File: src/logic/pmcd_cfg.svh
// constants for the power-manager command decoder
// assumes inclusion by bare name before any use of the macros
`ifndef PMCD_CFG_SVH
`define PMCD_CFG_SVH

// link address: six fixed bits, then strap bit, then write bit
`define PMCD_ADDR_FIXED       6'h33
`define PMCD_ADDR_DEFAULT_BIT 1'h0
`define PMCD_WRITE_BIT        1'h0

// register byte offsets on the bus, then the control register reset value
`define PMCD_REG_CTRL    4'h0
`define PMCD_REG_OFFSET  4'h4
`define PMCD_REG_SETTING 4'h8
`define PMCD_REG_STATUS  4'hC
`define PMCD_CTRL_RST    1'h1

// command byte fields (byte bit 7 is first on the wire)
`define PMCD_CMD_OS_BIT  4
`define PMCD_CMD_MAIN    3
`define PMCD_CMD_BRIDGE  2
`define PMCD_CMD_OV      3'h0
`define PMCD_CMD_FSW     3'h1
`define PMCD_CMD_SLOPE   3'h2
`define PMCD_CMD_FLAGS   3'h3

// data byte fields
`define PMCD_D_SIGN      5
`define PMCD_D_PHASE     2
`define PMCD_D_HINT_EN   1
`define PMCD_D_SHED_EN   0

// offset scaling and limits
`define PMCD_OS_STEP_MV    13'h0032
`define PMCD_CORE_MAX_MV   13'h0AF0
`define PMCD_BRIDGE_MAX_MV 13'h0258

// reset values and skipped codes
`define PMCD_OV_RST       2'h0
`define PMCD_FSW_RST      3'h0
`define PMCD_SLOPE_RST    2'h0
`define PMCD_SLOPE_SKIP   2'h2
`define PMCD_FSW_SKIP     2'h3
`define PMCD_SHED_TH_RST  2'h0
`define PMCD_PHASE_RST    1'h0
`define PMCD_HINT_EN_RST  1'h1
`define PMCD_SHED_EN_RST  1'h0

`endif

File: src/logic/pmcd_pkg.sv
// types for the power-manager command decoder
// assumes nothing of its surroundings
package pmcd_pkg;

  typedef enum logic [7:0] {
    PMCD_IDLE     = 8'h01,
    PMCD_ADDR     = 8'h02,
    PMCD_ADDR_ACK = 8'h04,
    PMCD_CMD      = 8'h08,
    PMCD_CMD_ACK  = 8'h10,
    PMCD_DATA     = 8'h20,
    PMCD_DATA_ACK = 8'h40,
    PMCD_WAIT     = 8'h80
  } pmcd_state_t;

endpackage

File: src/logic/pmcd_decoder.sv
// power-manager serial write port: address, command, data, then apply
// assumes Avalon-MM master on clock; link pins asynchronous to clock
//
// Function
// - answer address 110011 plus strap bit; strap picks seventh bit
// - strap at default makes the seventh address bit zero
// - command bit 4 is offset; bit 5 main rail, bit 6 bridge
// - offset data bit 3 gives sign: one positive, zero negative
// - offset magnitude is five bits of 50 mV added to reference
// - magnitude sits in data bits 4 to 8, bit 4 most significant
// - negative offset acts on main rail only; bridge ignores it
// - main rail target clamped to 2.8 V
// - bridge offset limited to +600 mV over reference
// - code 000 sets overvoltage thresholds in 200 mV steps
// - threshold data: bits 5-6 bridge, bits 7-8 main, rest ignored
// - thresholds reset to +250 mV code for both rails
// - code 001 loads three-bit frequency trim from bits 6-8
// - code 010 loads slope factors, bridge 5-6, main 7-8; reset 1/4
// - code 011 flags: bits 4-5 shedding threshold, reset 00
// - flag bit 6 picks reduced phase count, zero is one phase
// - auto shedding uses the same reduced phase count
// - flag bit 7 enables hint handling, default on; off ignores hint
// - flag bit 8 switches auto phase shedding
// - acknowledge address, command and data; master writes, then stop
// - apply a command only once the stop is seen
// - accept commands only after the output-valid flag is high
// - auto shedding on when bit 8 is one; reset value zero
`timescale 1ns/1ps
`include "pmcd_cfg.svh"

module pmcd_decoder (
  input  wire logic        clock,
  input  wire logic        nrst,
  input  wire logic [3:0]  address,
  input  wire logic        read,
  input  wire logic        write,
  input  wire logic [31:0] writedata,
  output logic      [31:0] readdata,
  output logic             waitrequest,
  input  wire logic        sclIn,
  input  wire logic        sdaIn,
  output logic             sdaOut,
  output logic             sdaOe,
  input  wire logic        addrStrap,
  input  wire logic        outputValidFlag,
  input  wire logic        lowpowerHintN,
  input  wire logic [11:0] mainRefMv,
  input  wire logic [11:0] bridgeRefMv,
  output logic             mainOffsetSign,
  output logic      [4:0]  mainOffsetMag,
  output logic      [4:0]  bridgeOffsetMag,
  output logic      [12:0] mainTargetMv,
  output logic      [12:0] bridgeTargetMv,
  output logic      [1:0]  mainOvLevel,
  output logic      [1:0]  bridgeOvLevel,
  output logic      [2:0]  freqTrim,
  output logic      [1:0]  mainSlopeFactor,
  output logic      [1:0]  bridgeSlopeFactor,
  output logic      [1:0]  sheddingThresholdSel,
  output logic             lowpowerPhaseCount,
  output logic             lowpowerHintEnable,
  output logic             autoSheddingEnable,
  output logic             reducedPhaseActive,
  output logic             sheddingPhaseCount
);

  // pin synchronisers: scl, sda, strap, valid flag, hint
  localparam int NPIN = 5;
  logic [NPIN-1:0] pinRaw;
  logic [NPIN-1:0] pinLvl_q;
  assign pinRaw = {lowpowerHintN, outputValidFlag, addrStrap, sdaIn, sclIn};

  genvar g;
  generate
    for (g = 0; g < NPIN; g = g + 1) begin : gSync
      logic s1_q;
      logic s2_q;
      logic s3_q;
      always_ff @(posedge clock or negedge nrst) begin
        if (!nrst) begin
          s1_q <= 1'h1;
          s2_q <= 1'h1;
          s3_q <= 1'h1;
          pinLvl_q[g] <= 1'h1;
        end else begin
          s1_q <= pinRaw[g];
          s2_q <= s1_q;
          s3_q <= s2_q;
          // glitch shorter than a clock never passes
          if (s2_q == s3_q) pinLvl_q[g] <= s3_q;
        end
      end
    end
  endgenerate

  wire sclF      = pinLvl_q[0];
  wire sdaF      = pinLvl_q[1];
  wire strapF    = pinLvl_q[2];
  wire validF    = pinLvl_q[3];
  wire hintNF    = pinLvl_q[4];

  logic sclPrev_q;
  logic sdaPrev_q;
  always_ff @(posedge clock or negedge nrst) begin
    if (!nrst) begin
      sclPrev_q <= 1'h1;
      sdaPrev_q <= 1'h1;
    end else begin
      sclPrev_q <= sclF;
      sdaPrev_q <= sdaF;
    end
  end

  wire sclRise = sclF & ~sclPrev_q;
  wire sclFall = ~sclF & sclPrev_q;
  wire startDet = sclF & sclPrev_q & sdaPrev_q & ~sdaF;
  wire stopDet  = sclF & sclPrev_q & ~sdaPrev_q & sdaF;

  // bus registers
  logic ctrlEnable_q;
  logic respond_q;
  logic [31:0] readdata_q;
  logic [7:0] applyCount_q;

  // link engine
  pmcd_pkg::pmcd_state_t state_q;
  pmcd_pkg::pmcd_state_t state_d;
  logic [2:0] bitCnt_q;
  logic [7:0] shift_q;
  logic [7:0] cmd_q;
  logic [7:0] data_q;
  logic       pend_q;
  logic       ackDrive_q;

  wire [7:0] shiftNext = {shift_q[6:0], sdaF};
  wire lastBit = sclRise & (bitCnt_q == 3'h7);
  wire accept  = validF & ctrlEnable_q;
  // strap low is the default, which answers with bit zero
  wire addrBit = strapF ? ~`PMCD_ADDR_DEFAULT_BIT
                        : `PMCD_ADDR_DEFAULT_BIT;
  wire addrHit = shiftNext == {`PMCD_ADDR_FIXED, addrBit,
                               `PMCD_WRITE_BIT};
  wire inByte  = (state_q == pmcd_pkg::PMCD_ADDR) |
                 (state_q == pmcd_pkg::PMCD_CMD) |
                 (state_q == pmcd_pkg::PMCD_DATA);
  wire inAck   = (state_q == pmcd_pkg::PMCD_ADDR_ACK) |
                 (state_q == pmcd_pkg::PMCD_CMD_ACK) |
                 (state_q == pmcd_pkg::PMCD_DATA_ACK);
  wire ackDone = inAck & sclFall & ackDrive_q;
  wire applyNow = stopDet & pend_q;

  always_comb begin
    state_d = state_q;
    unique case (state_q)
      pmcd_pkg::PMCD_IDLE: state_d = state_q;
      pmcd_pkg::PMCD_ADDR: begin
        // foreign address or not ready: stay silent till next start
        if (lastBit) state_d = (addrHit & accept)
                             ? pmcd_pkg::PMCD_ADDR_ACK
                             : pmcd_pkg::PMCD_IDLE;
      end
      pmcd_pkg::PMCD_ADDR_ACK: begin
        if (ackDone) state_d = pmcd_pkg::PMCD_CMD;
      end
      pmcd_pkg::PMCD_CMD: begin
        if (lastBit) state_d = pmcd_pkg::PMCD_CMD_ACK;
      end
      pmcd_pkg::PMCD_CMD_ACK: begin
        if (ackDone) state_d = pmcd_pkg::PMCD_DATA;
      end
      pmcd_pkg::PMCD_DATA: begin
        if (lastBit) state_d = pmcd_pkg::PMCD_DATA_ACK;
      end
      pmcd_pkg::PMCD_DATA_ACK: begin
        if (ackDone) state_d = pmcd_pkg::PMCD_WAIT;
      end
      pmcd_pkg::PMCD_WAIT: state_d = state_q;
      default: state_d = pmcd_pkg::PMCD_IDLE;
    endcase
    if (startDet) state_d = pmcd_pkg::PMCD_ADDR;
    else if (stopDet) state_d = pmcd_pkg::PMCD_IDLE;
  end

  always_ff @(posedge clock or negedge nrst) begin
    if (!nrst) state_q <= pmcd_pkg::PMCD_IDLE;
    else state_q <= state_d;
  end

  always_ff @(posedge clock or negedge nrst) begin
    if (!nrst) begin
      bitCnt_q <= 3'h0;
      shift_q  <= 8'h00;
    end else if (startDet | ~inByte) begin
      bitCnt_q <= 3'h0;
    end else if (sclRise) begin
      bitCnt_q <= bitCnt_q + 3'h1;
      shift_q  <= shiftNext;
    end
  end

  always_ff @(posedge clock or negedge nrst) begin
    if (!nrst) begin
      cmd_q  <= 8'h00;
      data_q <= 8'h00;
    end else if (lastBit & (state_q == pmcd_pkg::PMCD_CMD)) begin
      cmd_q  <= shiftNext;
    end else if (lastBit & (state_q == pmcd_pkg::PMCD_DATA)) begin
      data_q <= shiftNext;
    end
  end

  // ack held low from the fall after bit 8 to the fall after the ack clock
  always_ff @(posedge clock or negedge nrst) begin
    if (!nrst) ackDrive_q <= 1'h0;
    else if (startDet | stopDet | ~inAck) ackDrive_q <= 1'h0;
    else if (sclFall) ackDrive_q <= ~ackDrive_q;
  end

  // a repeated start or an early stop drops an unfinished command
  always_ff @(posedge clock or negedge nrst) begin
    if (!nrst) pend_q <= 1'h0;
    else if (startDet | stopDet) pend_q <= 1'h0;
    else if (ackDone & (state_q == pmcd_pkg::PMCD_DATA_ACK))
      pend_q <= 1'h1;
  end

  assign sdaOut = 1'h0;
  assign sdaOe  = ackDrive_q;

  // command decode
  wire [2:0] cmdCode  = cmd_q[4:2];
  wire isOffset = cmd_q[`PMCD_CMD_OS_BIT];
  wire selMain   = cmd_q[`PMCD_CMD_MAIN];
  wire selBridge = cmd_q[`PMCD_CMD_BRIDGE];
  wire dSign  = data_q[`PMCD_D_SIGN];
  wire [4:0] dMag = data_q[4:0];
  wire [1:0] dHi  = data_q[3:2];
  wire [1:0] dLo  = data_q[1:0];
  wire [2:0] dFsw = data_q[2:0];

  // empty rail selection falls through both enables
  wire doMainOs   = applyNow & isOffset & selMain;
  wire doBridgeOs = applyNow & isOffset & selBridge
                  & dSign;
  wire doOv    = applyNow & ~isOffset
               & (cmdCode == `PMCD_CMD_OV);
  wire doFsw   = applyNow & ~isOffset & (cmdCode == `PMCD_CMD_FSW)
               & (dFsw[1:0] != `PMCD_FSW_SKIP);
  wire doSlope = applyNow & ~isOffset
               & (cmdCode == `PMCD_CMD_SLOPE);
  wire doFlags = applyNow & ~isOffset
               & (cmdCode == `PMCD_CMD_FLAGS);

  // bridge code capped at the +600 mV step
  wire [12:0] bridgeCapCode = 13'(`PMCD_BRIDGE_MAX_MV / `PMCD_OS_STEP_MV);
  wire [4:0] bridgeMagCap = (13'(dMag) > bridgeCapCode)
                          ? bridgeCapCode[4:0] : dMag;

  logic mainSign_q;
  logic [4:0] mainMag_q;
  logic [4:0] bridgeMag_q;
  always_ff @(posedge clock or negedge nrst) begin
    if (!nrst) begin
      mainSign_q  <= 1'h1;
      mainMag_q   <= 5'h00;
      bridgeMag_q <= 5'h00;
    end else begin
      if (doMainOs) begin
        mainSign_q <= dSign;
        mainMag_q  <= dMag;
      end
      if (doBridgeOs) bridgeMag_q <= bridgeMagCap;
    end
  end

  logic [1:0] mainOv_q;
  logic [1:0] bridgeOv_q;
  logic [2:0] fsw_q;
  logic [1:0] mainSlope_q;
  logic [1:0] bridgeSlope_q;
  always_ff @(posedge clock or negedge nrst) begin
    if (!nrst) begin
      mainOv_q      <= `PMCD_OV_RST;
      bridgeOv_q    <= `PMCD_OV_RST;
      fsw_q         <= `PMCD_FSW_RST;
      mainSlope_q   <= `PMCD_SLOPE_RST;
      bridgeSlope_q <= `PMCD_SLOPE_RST;
    end else begin
      if (doOv) begin
        bridgeOv_q <= dHi;
        mainOv_q   <= dLo;
      end
      if (doFsw) fsw_q <= dFsw;
      // the reserved slope code leaves that rail as it was
      if (doSlope & (dHi != `PMCD_SLOPE_SKIP)) bridgeSlope_q <= dHi;
      if (doSlope & (dLo != `PMCD_SLOPE_SKIP)) mainSlope_q <= dLo;
    end
  end

  logic [1:0] shedTh_q;
  logic phaseCnt_q;
  logic hintEn_q;
  logic shedEn_q;
  always_ff @(posedge clock or negedge nrst) begin
    if (!nrst) begin
      shedTh_q   <= `PMCD_SHED_TH_RST;
      phaseCnt_q <= `PMCD_PHASE_RST;
      hintEn_q   <= `PMCD_HINT_EN_RST;
      shedEn_q   <= `PMCD_SHED_EN_RST;
    end else if (doFlags) begin
      shedTh_q   <= data_q[4:3];
      phaseCnt_q <= data_q[`PMCD_D_PHASE];
      hintEn_q   <= data_q[`PMCD_D_HINT_EN];
      shedEn_q   <= data_q[`PMCD_D_SHED_EN];
    end
  end

  // targets follow the references continuously; settings persist
  wire [12:0] mainOffMv   = 13'(mainMag_q * `PMCD_OS_STEP_MV);
  wire [12:0] bridgeOffMv = 13'(bridgeMag_q * `PMCD_OS_STEP_MV);
  wire [12:0] mainRefW    = {1'h0, mainRefMv};
  wire [12:0] mainUp      = mainRefW + mainOffMv;
  wire [12:0] mainDown    = (mainRefW > mainOffMv)
                          ? mainRefW - mainOffMv : 13'h0000;
  wire [12:0] mainRaw     = mainSign_q ? mainUp : mainDown;
  wire [12:0] mainClamp   = (mainRaw > `PMCD_CORE_MAX_MV)
                          ? `PMCD_CORE_MAX_MV : mainRaw;

  logic [12:0] mainTgt_q;
  logic [12:0] bridgeTgt_q;
  logic reduced_q;
  always_ff @(posedge clock or negedge nrst) begin
    if (!nrst) begin
      mainTgt_q   <= 13'h0000;
      bridgeTgt_q <= 13'h0000;
      reduced_q   <= 1'h0;
    end else begin
      mainTgt_q   <= mainClamp;
      bridgeTgt_q <= {1'h0, bridgeRefMv} + bridgeOffMv;
      reduced_q   <= hintEn_q & ~hintNF;
    end
  end

  assign mainOffsetSign       = mainSign_q;
  assign mainOffsetMag        = mainMag_q;
  assign bridgeOffsetMag      = bridgeMag_q;
  assign mainTargetMv         = mainTgt_q;
  assign bridgeTargetMv       = bridgeTgt_q;
  assign mainOvLevel          = mainOv_q;
  assign bridgeOvLevel        = bridgeOv_q;
  assign freqTrim             = fsw_q;
  assign mainSlopeFactor      = mainSlope_q;
  assign bridgeSlopeFactor    = bridgeSlope_q;
  assign sheddingThresholdSel = shedTh_q;
  assign lowpowerPhaseCount   = phaseCnt_q;
  assign lowpowerHintEnable   = hintEn_q;
  assign autoSheddingEnable   = shedEn_q;
  assign reducedPhaseActive   = reduced_q;
  assign sheddingPhaseCount   = phaseCnt_q;

  // Avalon slave: one wait cycle, read data latched while waiting
  wire busReq  = read | write;
  wire selCtrl = address == `PMCD_REG_CTRL;
  wire selOff  = address == `PMCD_REG_OFFSET;
  wire selSet  = address == `PMCD_REG_SETTING;
  wire selStat = address == `PMCD_REG_STATUS;
  wire [31:0] rdCtrl = {31'h0, ctrlEnable_q};
  wire [31:0] rdOff  = {19'h0, bridgeMag_q, 2'h0, mainSign_q, mainMag_q};
  wire [31:0] rdSet  = {16'h0, shedEn_q, hintEn_q, phaseCnt_q, shedTh_q,
                        bridgeSlope_q, mainSlope_q, fsw_q, bridgeOv_q,
                        mainOv_q};
  wire [31:0] rdStat = {16'h0, applyCount_q, 1'h0, cmdCode, pend_q,
                        strapF, validF,
                        (state_q != pmcd_pkg::PMCD_IDLE)};
  wire [31:0] rdMux  = selCtrl ? rdCtrl
                     : selOff ? rdOff
                     : selSet ? rdSet
                     : selStat ? rdStat : 32'h00000000;

  assign waitrequest = busReq & ~respond_q;
  assign readdata    = readdata_q;

  always_ff @(posedge clock or negedge nrst) begin
    if (!nrst) begin
      respond_q  <= 1'h0;
      readdata_q <= 32'h00000000;
    end else begin
      respond_q <= busReq & ~respond_q;
      if (read & ~respond_q) readdata_q <= rdMux;
    end
  end

  always_ff @(posedge clock or negedge nrst) begin
    if (!nrst) ctrlEnable_q <= `PMCD_CTRL_RST;
    else if (write & respond_q & selCtrl) ctrlEnable_q <= writedata[0];
  end

  always_ff @(posedge clock or negedge nrst) begin
    if (!nrst) applyCount_q <= 8'h00;
    else if (applyNow) applyCount_q <= applyCount_q + 8'h01;
  end

endmodule

File: config.mk
export PLATFORM = sky130hd
export DESIGN_NAME = pmcd_decoder
export DESIGN_NICKNAME = d
export VERILOG_FILES = /design/src/logic/pmcd_pkg.sv /design/src/logic/pmcd_decoder.sv
export VERILOG_INCLUDE_DIRS = /design/src /design/src/logic
export SDC_FILE = /design/constraint.sdc
export NUM_CORES = 1
export LEC_CHECK = 0
export BUFFER_PORTS_ARGS = -buffer_cell sky130_fd_sc_hd__buf_2
export CAP_MARGIN = 5
export CORE_ASPECT_RATIO = 0.6
export CORE_MARGIN = 5
export CORE_UTILIZATION = 56
export CTS_CLUSTER_DIAMETER = 40
export DETAILED_ROUTE_END_ITERATION = 8
export PLACE_DENSITY = 0.79
export SKIP_LAST_GASP = 1
export SLEW_MARGIN = 25
export SYNTH_ARGS = -nofsm -noshare
export SYNTH_HDL_FRONTEND = slang
export SYNTH_SLANG_ARGS = --single-unit
File: constraint.sdc
create_clock -name clock -period 4.9 [get_ports clock]
set_input_delay 0.98 -clock clock [delete_from_list [all_inputs] [get_ports clock]]
set_output_delay 0.98 -clock clock [all_outputs]
set_load 0.01 [all_outputs]
==> flow_summary.toml, run 1 <==
[final_layout]
multiInputGateArea_sq_mm = 0.00408
num-fill-cells = 1059
layout.cells.non_filler = 1052
final_core_util = 0.657
finish.instance_area_sq_mm = 0.00896
antenna-diode-count = 0
design.final.nets = 1004
sequential_cell_area_sq_mm = 0.00331
final_layout_size_suffix_gt1_frac = 0.263
area_growth_pct = 15.6

[setup_path]
timing.critical_path.to_type = "flip-flop"
worstReg2RegEnd = "mainTargetMv[1]"
timing.critical_path.to = "mainTargetMv[1]"
setup.reg_to_reg.worst_slack_ns = 0.39
cp_data_required_time_ns = 5.22
worst-path-max-fanout = 7
setup.worst_path.start_class = "flip-flop"
timing.reg2reg.worst_path_depth = 18
worstSetupStartpoint = "mainOffsetMag[4]"
rr_startpoint = "mainOffsetMag[4]"
critical_path_class = "flip-flop to flip-flop"
worst-endpoint-arrival_ns = 4.84

[timing]
slew_worst_pin_ns = 0.877
max-slew-margin-rel = 0.407
finalMaxSlewViolations = 0
final.min_clock_period_ns = 4.51
final.setup.worst_slack_ns = 0.387
post-route-period-util = 0.921
setup-tns-final_ns = 0
hold_ws_ns = 0.351
rsz0062_at_grt = "no"
finalSetupViolations = 0
timing.clock.skew_ns = 0.0130
final_hold_viol_count = 0
timing.fmax_mhz = 222

[place]
gp_routability_congestion = 0.880
hpwlAfterDp_um = 13100
place_worst_setup_slack_ns = 0.452
placed_area_sq_mm = 0.00838
place.detailed.instances = 1020
place.port_buffers = 110

[synthesis]
synthXorXnorAreaFrac = 0.0463
postSynthCellCount = 758
synthArstFlopShare = 1.00
synth_seq_cells = 131
synth_area_per_cell_sq_um = 10.2
mappedNetlistArea_sq_mm = 0.00775
synth_adder_area_share = 0.126
combinational_family_with_the_most_area_after_synthesis = "compound AO/OA/AOI/OAI gates"
synth_compound_area_frac = 0.145
synth-seq-area-share = 0.427
yosysWarningCount = 0
netlist-cell-type-count = 81
predominant_post_synthesis_flop_cell = "dfrtp_1"
proportion_of_synthesized_area_in_mux_cells = 0.0628
synthSimpleGateAreaFrac = 0.137
synth_enable_flop_cells = 0

[clocking]
cts_num_sinks = 131
hold_buffers = 0
clk_latency_ns = 0.42
htree_num_levels = 4
clk_pin_slew_ns = 0.07
post_cts_buffers = 0
postCtsResizedCells = 0
cts_tree = "built"
tritoncts.num_buffers = 17
cts-root-to-sink-buffers = 2
ctsRootBufferMaster = "clkbuf_16"

[power]
power_per_cell_area_mw_per_mm2 = 309
total_power_mw = 2.77
max-vdd-ir-drop_mv = 0.234
p_leak_nw = 4.48

[detailed_routing]
detail_route.vias_per_cell = 5.68
wl_per_cell_um = 16.7
drc = 0
finalWirelength_um = 17600
dr.first_iter.drc_count = 469
detailedRoute.firstPassIterationCount = 5
routed-via-count = 5974
ant_nets = 0

[global_routing]
grt.met1_usage = 0.330
gr_busiest_metal = "met1"
grt_antenna_before_repair = 0
via_count_of_the_first_global_routing_pass = 5563
use_met2 = 0.316
grt_first_pass_wirelength_um = 28600
grt_remaining_overflow = 0
grt_use_met3 = 0.0605
grt_util_all_layers = 0.219
grt_start_max_net_pins = 102

[die]
floorplan.die.height_um = 101
placeableCoreArea_sq_mm = 0.0136
chipWidth_um = 162
io_pins = 159
rows = 33
start_util = 0.569
design.die.area_sq_mm = 0.0164

[worst_hold_path]
hold_path_class = "flip-flop to flip-flop"

[job]
cap_violations = 0

[status]
run_status = "finished clean"
==> logic make-up (layout without fill, tap and decap cells) <==
kind of cell | count (synthesis) | count (layout)
XOR/XNOR | 41 | 41
buffers and inverters | 90 | 192
flip-flops | 131 | 131
adder cells (fa/ha/maj) | 76 | 76
AND/OR/NAND/NOR | 214 | 214
AO/OA/AOI/OAI | 161 | 161
multiplexers | 44 | 44
other | 1 | 18
==> worst min path at each step <==
| stage | slack (ns) | depth (start not counted) | endpoint | from |
|---|---|---|---|---|
| 3_5_place_dp | 0.35 | 0 | gSync[3].s2_q | gSync[3].s1_q |
| 2_1_floorplan | 0.35 | 0 | gSync[0].s2_q | gSync[0].s1_q |
| 5_1_grt | 0.36 | 0 | gSync[3].s2_q | gSync[3].s1_q |
| 4_1_cts | 0.35 | 0 | gSync[4].s2_q | gSync[4].s1_q |
| 6_report | 0.35 | 0 | gSync[4].s2_q | gSync[4].s1_q |
| 3_3_place_gp | 0.35 | 0 | gSync[1].s2_q | gSync[1].s1_q |
==> flip-flops by register name, summed over array words and instances, names as in the netlist, 5 cells and up <==
register         flops
applyCount_q         8
bridgeOffsetMag      5
bridgeTargetMv      13
data_q               6
gSync.s1_q           5
gSync.s2_q           5
gSync.s3_q           5
mainOffsetMag        5
mainTargetMv        13
readdata            16
shift_q              7
state_q              8
==> critical path, cell delays in order (launching register included) <==
cell,delay [ns]
dfrtp_1,0.41
ha_1,0.28
inv_1,0.04
ha_1,0.29
ha_1,0.30
ha_1,0.34
nand2_1,0.08
o21bai_1,0.07
a21oi_1,0.18
xor2_1,0.23
ha_1,0.30
or4b_1,0.56
nor4_2,0.30
nor2_1,0.09
nand3_2,0.16
o22ai_1,0.15
a41oi_2,0.26
o211ai_4,0.14
a221oi_2,0.25
==> where the power goes <==
group | switching [mW] | internal [mW] | total (mW)
Combinational | 0.206 | 0.133 | 0.339
Clock | 0.557 | 0.684 | 1.24
Sequential | 0.0394 | 1.15 | 1.19
Total | 0.802 | 1.96 | 2.77
==> per-layer routing <==
layer | routed length (um) | part of all wire | up-vias
met5 | 0 | 0 | -
met1 | 8730 | 0.50 | 2874
met2 | 7400 | 0.42 | 195
met4 | 173 | 0.0098 | 0
met3 | 1260 | 0.072 | 18
li1 | - | - | 2887
==> synthesized netlist by cell type, types with 6 or more instances <==
master,count,area [sq um]
dfstp_2,26,683
o21a_1,6,45.0
o21ai_0,46,230
a21oi_1,30,150
nor2b_1,11,68.8
clkbuf_1,21,78.8
xor2_1,10,87.6
xnor2_1,31,272
dfrtp_1,105,2630
mux2_2,37,417
a31oi_1,6,37.5
a21o_1,8,60.1
nor3_1,18,90.1
ha_1,66,826
buf_4,18,135
a22oi_1,12,90.1
inv_1,44,165
nand2b_1,8,50.1
nor2_1,49,184
nand3_1,17,85.1
nor4_1,6,37.5
nand2_1,65,244
mux2i_1,7,70.1
==> cells in the final DEF, fill, tap and decap left out, types with 17 or more instances in the layout <==
| master | count |
|---|---|
| conb_1 | 18 |
| nand2_1 | 65 |
| nor2_1 | 49 |
| ha_1 | 66 |
| o21ai_0 | 46 |
| buf_2 | 109 |
| dfstp_2 | 26 |
| dfrtp_1 | 105 |
| clkbuf_16 | 17 |
| a21oi_1 | 30 |
| nor3_1 | 18 |
| mux2_2 | 37 |
| nand3_1 | 17 |
| xnor2_1 | 31 |
| inv_1 | 44 |
==> area by class of cell <==
class                      instances  share of cell area
tap                              175              0.0244
clock buffer                      17              0.0475
clock inverter                    15              0.0173
inverter                          44              0.0184
timing repair buffer             116              0.0672
multi-input combinational        554               0.455
sequential                       131               0.370
Power figures use the tool's default switching activity.
==> inputs of run 2 (changes only) <==
--- a/config.mk
+++ b/config.mk
@@ -6,14 +6,14 @@
 export SDC_FILE = /design/constraint.sdc
 export NUM_CORES = 1
 export LEC_CHECK = 0
-export BUFFER_PORTS_ARGS = -buffer_cell sky130_fd_sc_hd__buf_2
 export CAP_MARGIN = 5
 export CORE_ASPECT_RATIO = 0.6
 export CORE_MARGIN = 5
-export CORE_UTILIZATION = 56
+export CORE_UTILIZATION = 64
 export CTS_CLUSTER_DIAMETER = 40
 export DETAILED_ROUTE_END_ITERATION = 8
-export PLACE_DENSITY = 0.79
+export DONT_BUFFER_PORTS = 1
+export PLACE_DENSITY_LB_ADDON = 0.1
 export SKIP_LAST_GASP = 1
 export SLEW_MARGIN = 25
 export SYNTH_ARGS = -nofsm -noshare
==> run 2 against run 1 <==
Sequential power about the same; wire length rose by 2.7%; design area fell by 6.0%; clock-buffer cell count stayed put; global-route usage up 3.8 points; sequential share of layout area up 2.4 points; clock skew fell by 0.0040 ns; combinational power shrank 20%; power is 1.2% higher; critical endpoint unchanged; highest routed layer unchanged.
==> flow_summary.toml, run 2 (same netlist as run 1, synthesis figures left out) <==
[place]
hpwlAfterDp_um = 13100
place.port_buffers = 0
gp_routability_congestion = 0.890

[clocking]
post_cts_buffers = 0
clk_latency_ns = 0.42
cts_num_sinks = 131
hold_buffers = 0
cts-root-to-sink-buffers = 2
postCtsResizedCells = 0
clk_pin_slew_ns = 0.06
tritoncts.num_buffers = 17
htree_num_levels = 4
ctsRootBufferMaster = "clkbuf_16"
cts_tree = "built"

[global_routing]
grt_start_max_net_pins = 132
via_count_of_the_first_global_routing_pass = 5703
grt_remaining_overflow = 0
grt_antenna_before_repair = 0
grt_util_all_layers = 0.257
grt_first_pass_wirelength_um = 29600

[power]
p_sw_frac = 0.261
power_per_cell_area_mw_per_mm2 = 332
intPower_mw = 2.07
p_leak_nw = 3.97
total_power_mw = 2.80
clock_power_share = 0.473
power.switching_mw = 0.729
max-vdd-ir-drop_mv = 0.286
pwr-share-seq = 0.430
pwr-share-comb = 0.097

[setup_path]
crit_path_top_delay_cell = "or4b_1"
critical_path_class = "flip-flop to flip-flop"
timing.critical_path.to_type = "flip-flop"
worstPathCellList = "ha_1 -> ha_1 -> ha_1 -> ha_1 -> nand2_1 -> o21bai_1 -> a21oi_1 -> xor2_1 -> ha_1 -> or4b_1 -> nor4_2 -> nor2_1 -> nand3_2 -> o22ai_1 -> a41oi_2 -> o211ai_4 -> a221oi_2"
worst-path-max-fanout = 7
worst-endpoint-arrival_ns = 4.86
timing.critical_path.slowest_cell_delay_ns = 0.54
cp_common_cell = "ha_1"
setup.worst_path.start_class = "flip-flop"
cp_data_required_time_ns = 5.22

[worst_hold_path]
hold_path_class = "input port to asynchronous set/reset pin"

[detailed_routing]
ant_nets = 0
routed-via-count = 5833
drc = 0
finalWirelength_um = 18000
wl_per_cell_um = 19.4
detail_route.vias_per_cell = 6.27
dr.first_iter.drc_count = 420
detailedRoute.firstPassIterationCount = 5

[timing]
finalMaxSlewViolations = 0
rsz0062_at_grt = "no"
setup-tns-final_ns = 0
post-route-period-util = 0.926
max-slew-margin-rel = 0.329
slew_worst_pin_ns = 0.998
finalSetupViolations = 0
timing.fmax_mhz = 220
timing.clock.skew_ns = 0.00899
final_hold_viol_count = 0
final.min_clock_period_ns = 4.54

[final_layout]
design.final.nets = 893
final_cell_mix = "dfrtp_1, ha_1, nand2_1"
mostFrequentLayoutCell = "dfrtp_1"
num-fill-cells = 873
area_growth_pct = 8.59
final_layout_size_suffix_gt1_frac = 0.157
largest_register_ff_count = 16
antenna-diode-count = 0

[die]
start_util = 0.649
placeableCoreArea_sq_mm = 0.0119
design.die.area_sq_mm = 0.0145
chipWidth_um = 152
rows = 31
io_pins = 159
floorplan.die.height_um = 95.2

[job]
cap_violations = 0

[status]
run_status = "finished clean"
-- run 2: path summary, 6_finish.rpt --
check / slack (ns) / cells after the start / from / endpoint
max: 0.36 / 17 / mainOffsetMag[2] / mainTargetMv[1]
min: 0.27 / 0 / nrst / mainTargetMv[9]
max reg2reg: 0.36 / 17 / mainOffsetMag[2] / mainTargetMv[1]
min reg2reg: 0.35 / 0 / gSync[4].s1_q / gSync[4].s2_q
max in group asynchronous: 4.31 / 0 / nrst / gSync[2].s1_q
min in group clock: 0.35 / 0 / gSync[4].s1_q / gSync[4].s2_q
-- run 2: final cells by class --
class / count / area, sq um / area share
Clock buffer: 17 / 425 / 0.0506
Clock inverter: 15 / 191 / 0.0227
Inverter: 44 / 165 / 0.0196
Multi-Input combinational cell: 554 / 4080 / 0.485
Sequential cell: 131 / 3310 / 0.393
Tap cell: 165 / 206 / 0.0245
Timing Repair Buffer: 5 / 37.5 / 0.00446
-- run 2: metrics by stage --
stage,std cells,setup slack (ns),cell area [sq um],utilization,hold slack (ns)
after floorplan,775,0.665,7810,-,0.345
after global placement,899,0.508,7800,0.653,0.346
after detailed placement,899,0.416,7800,0.653,0.347
after CTS,931,0.382,8420,0.704,0.240
after global routing,931,0.155,8420,0.704,0.246
final,931,0.362,8420,0.704,0.271
-- run 2: metal layers --
layer  share of wire  vias up  GRT usage
met3           0.098       35     0.0943
li1                -     2639          -
met1            0.44     2903      0.347
met4           0.019        0     0.0845
met5               0        -          0
met2            0.44      256      0.388
-- run 2: power groups by stage --
stage / clock network [mW] / logic (mW) / registers (mW)
6_report: 1.32 / 0.271 / 1.20
2_1_floorplan: 0 / 0.237 / 1.20
3_5_place_dp: 0 / 0.264 / 1.22
3_3_place_gp: 0 / 0.252 / 1.22
5_1_grt: 1.39 / 0.301 / 1.21
4_1_cts: 1.35 / 0.266 / 1.20
-- run 2: critical path, delay by kind of cell (launching register included) --
kind | cells | cell delay [ns]
XOR/XNOR | 1 | 0.21
AO/OA/AOI/OAI | 6 | 1.07
flip-flops | 1 | 0.51
AND/OR/NAND/NOR | 5 | 1.14
adder cells (fa/ha/maj) | 5 | 1.50
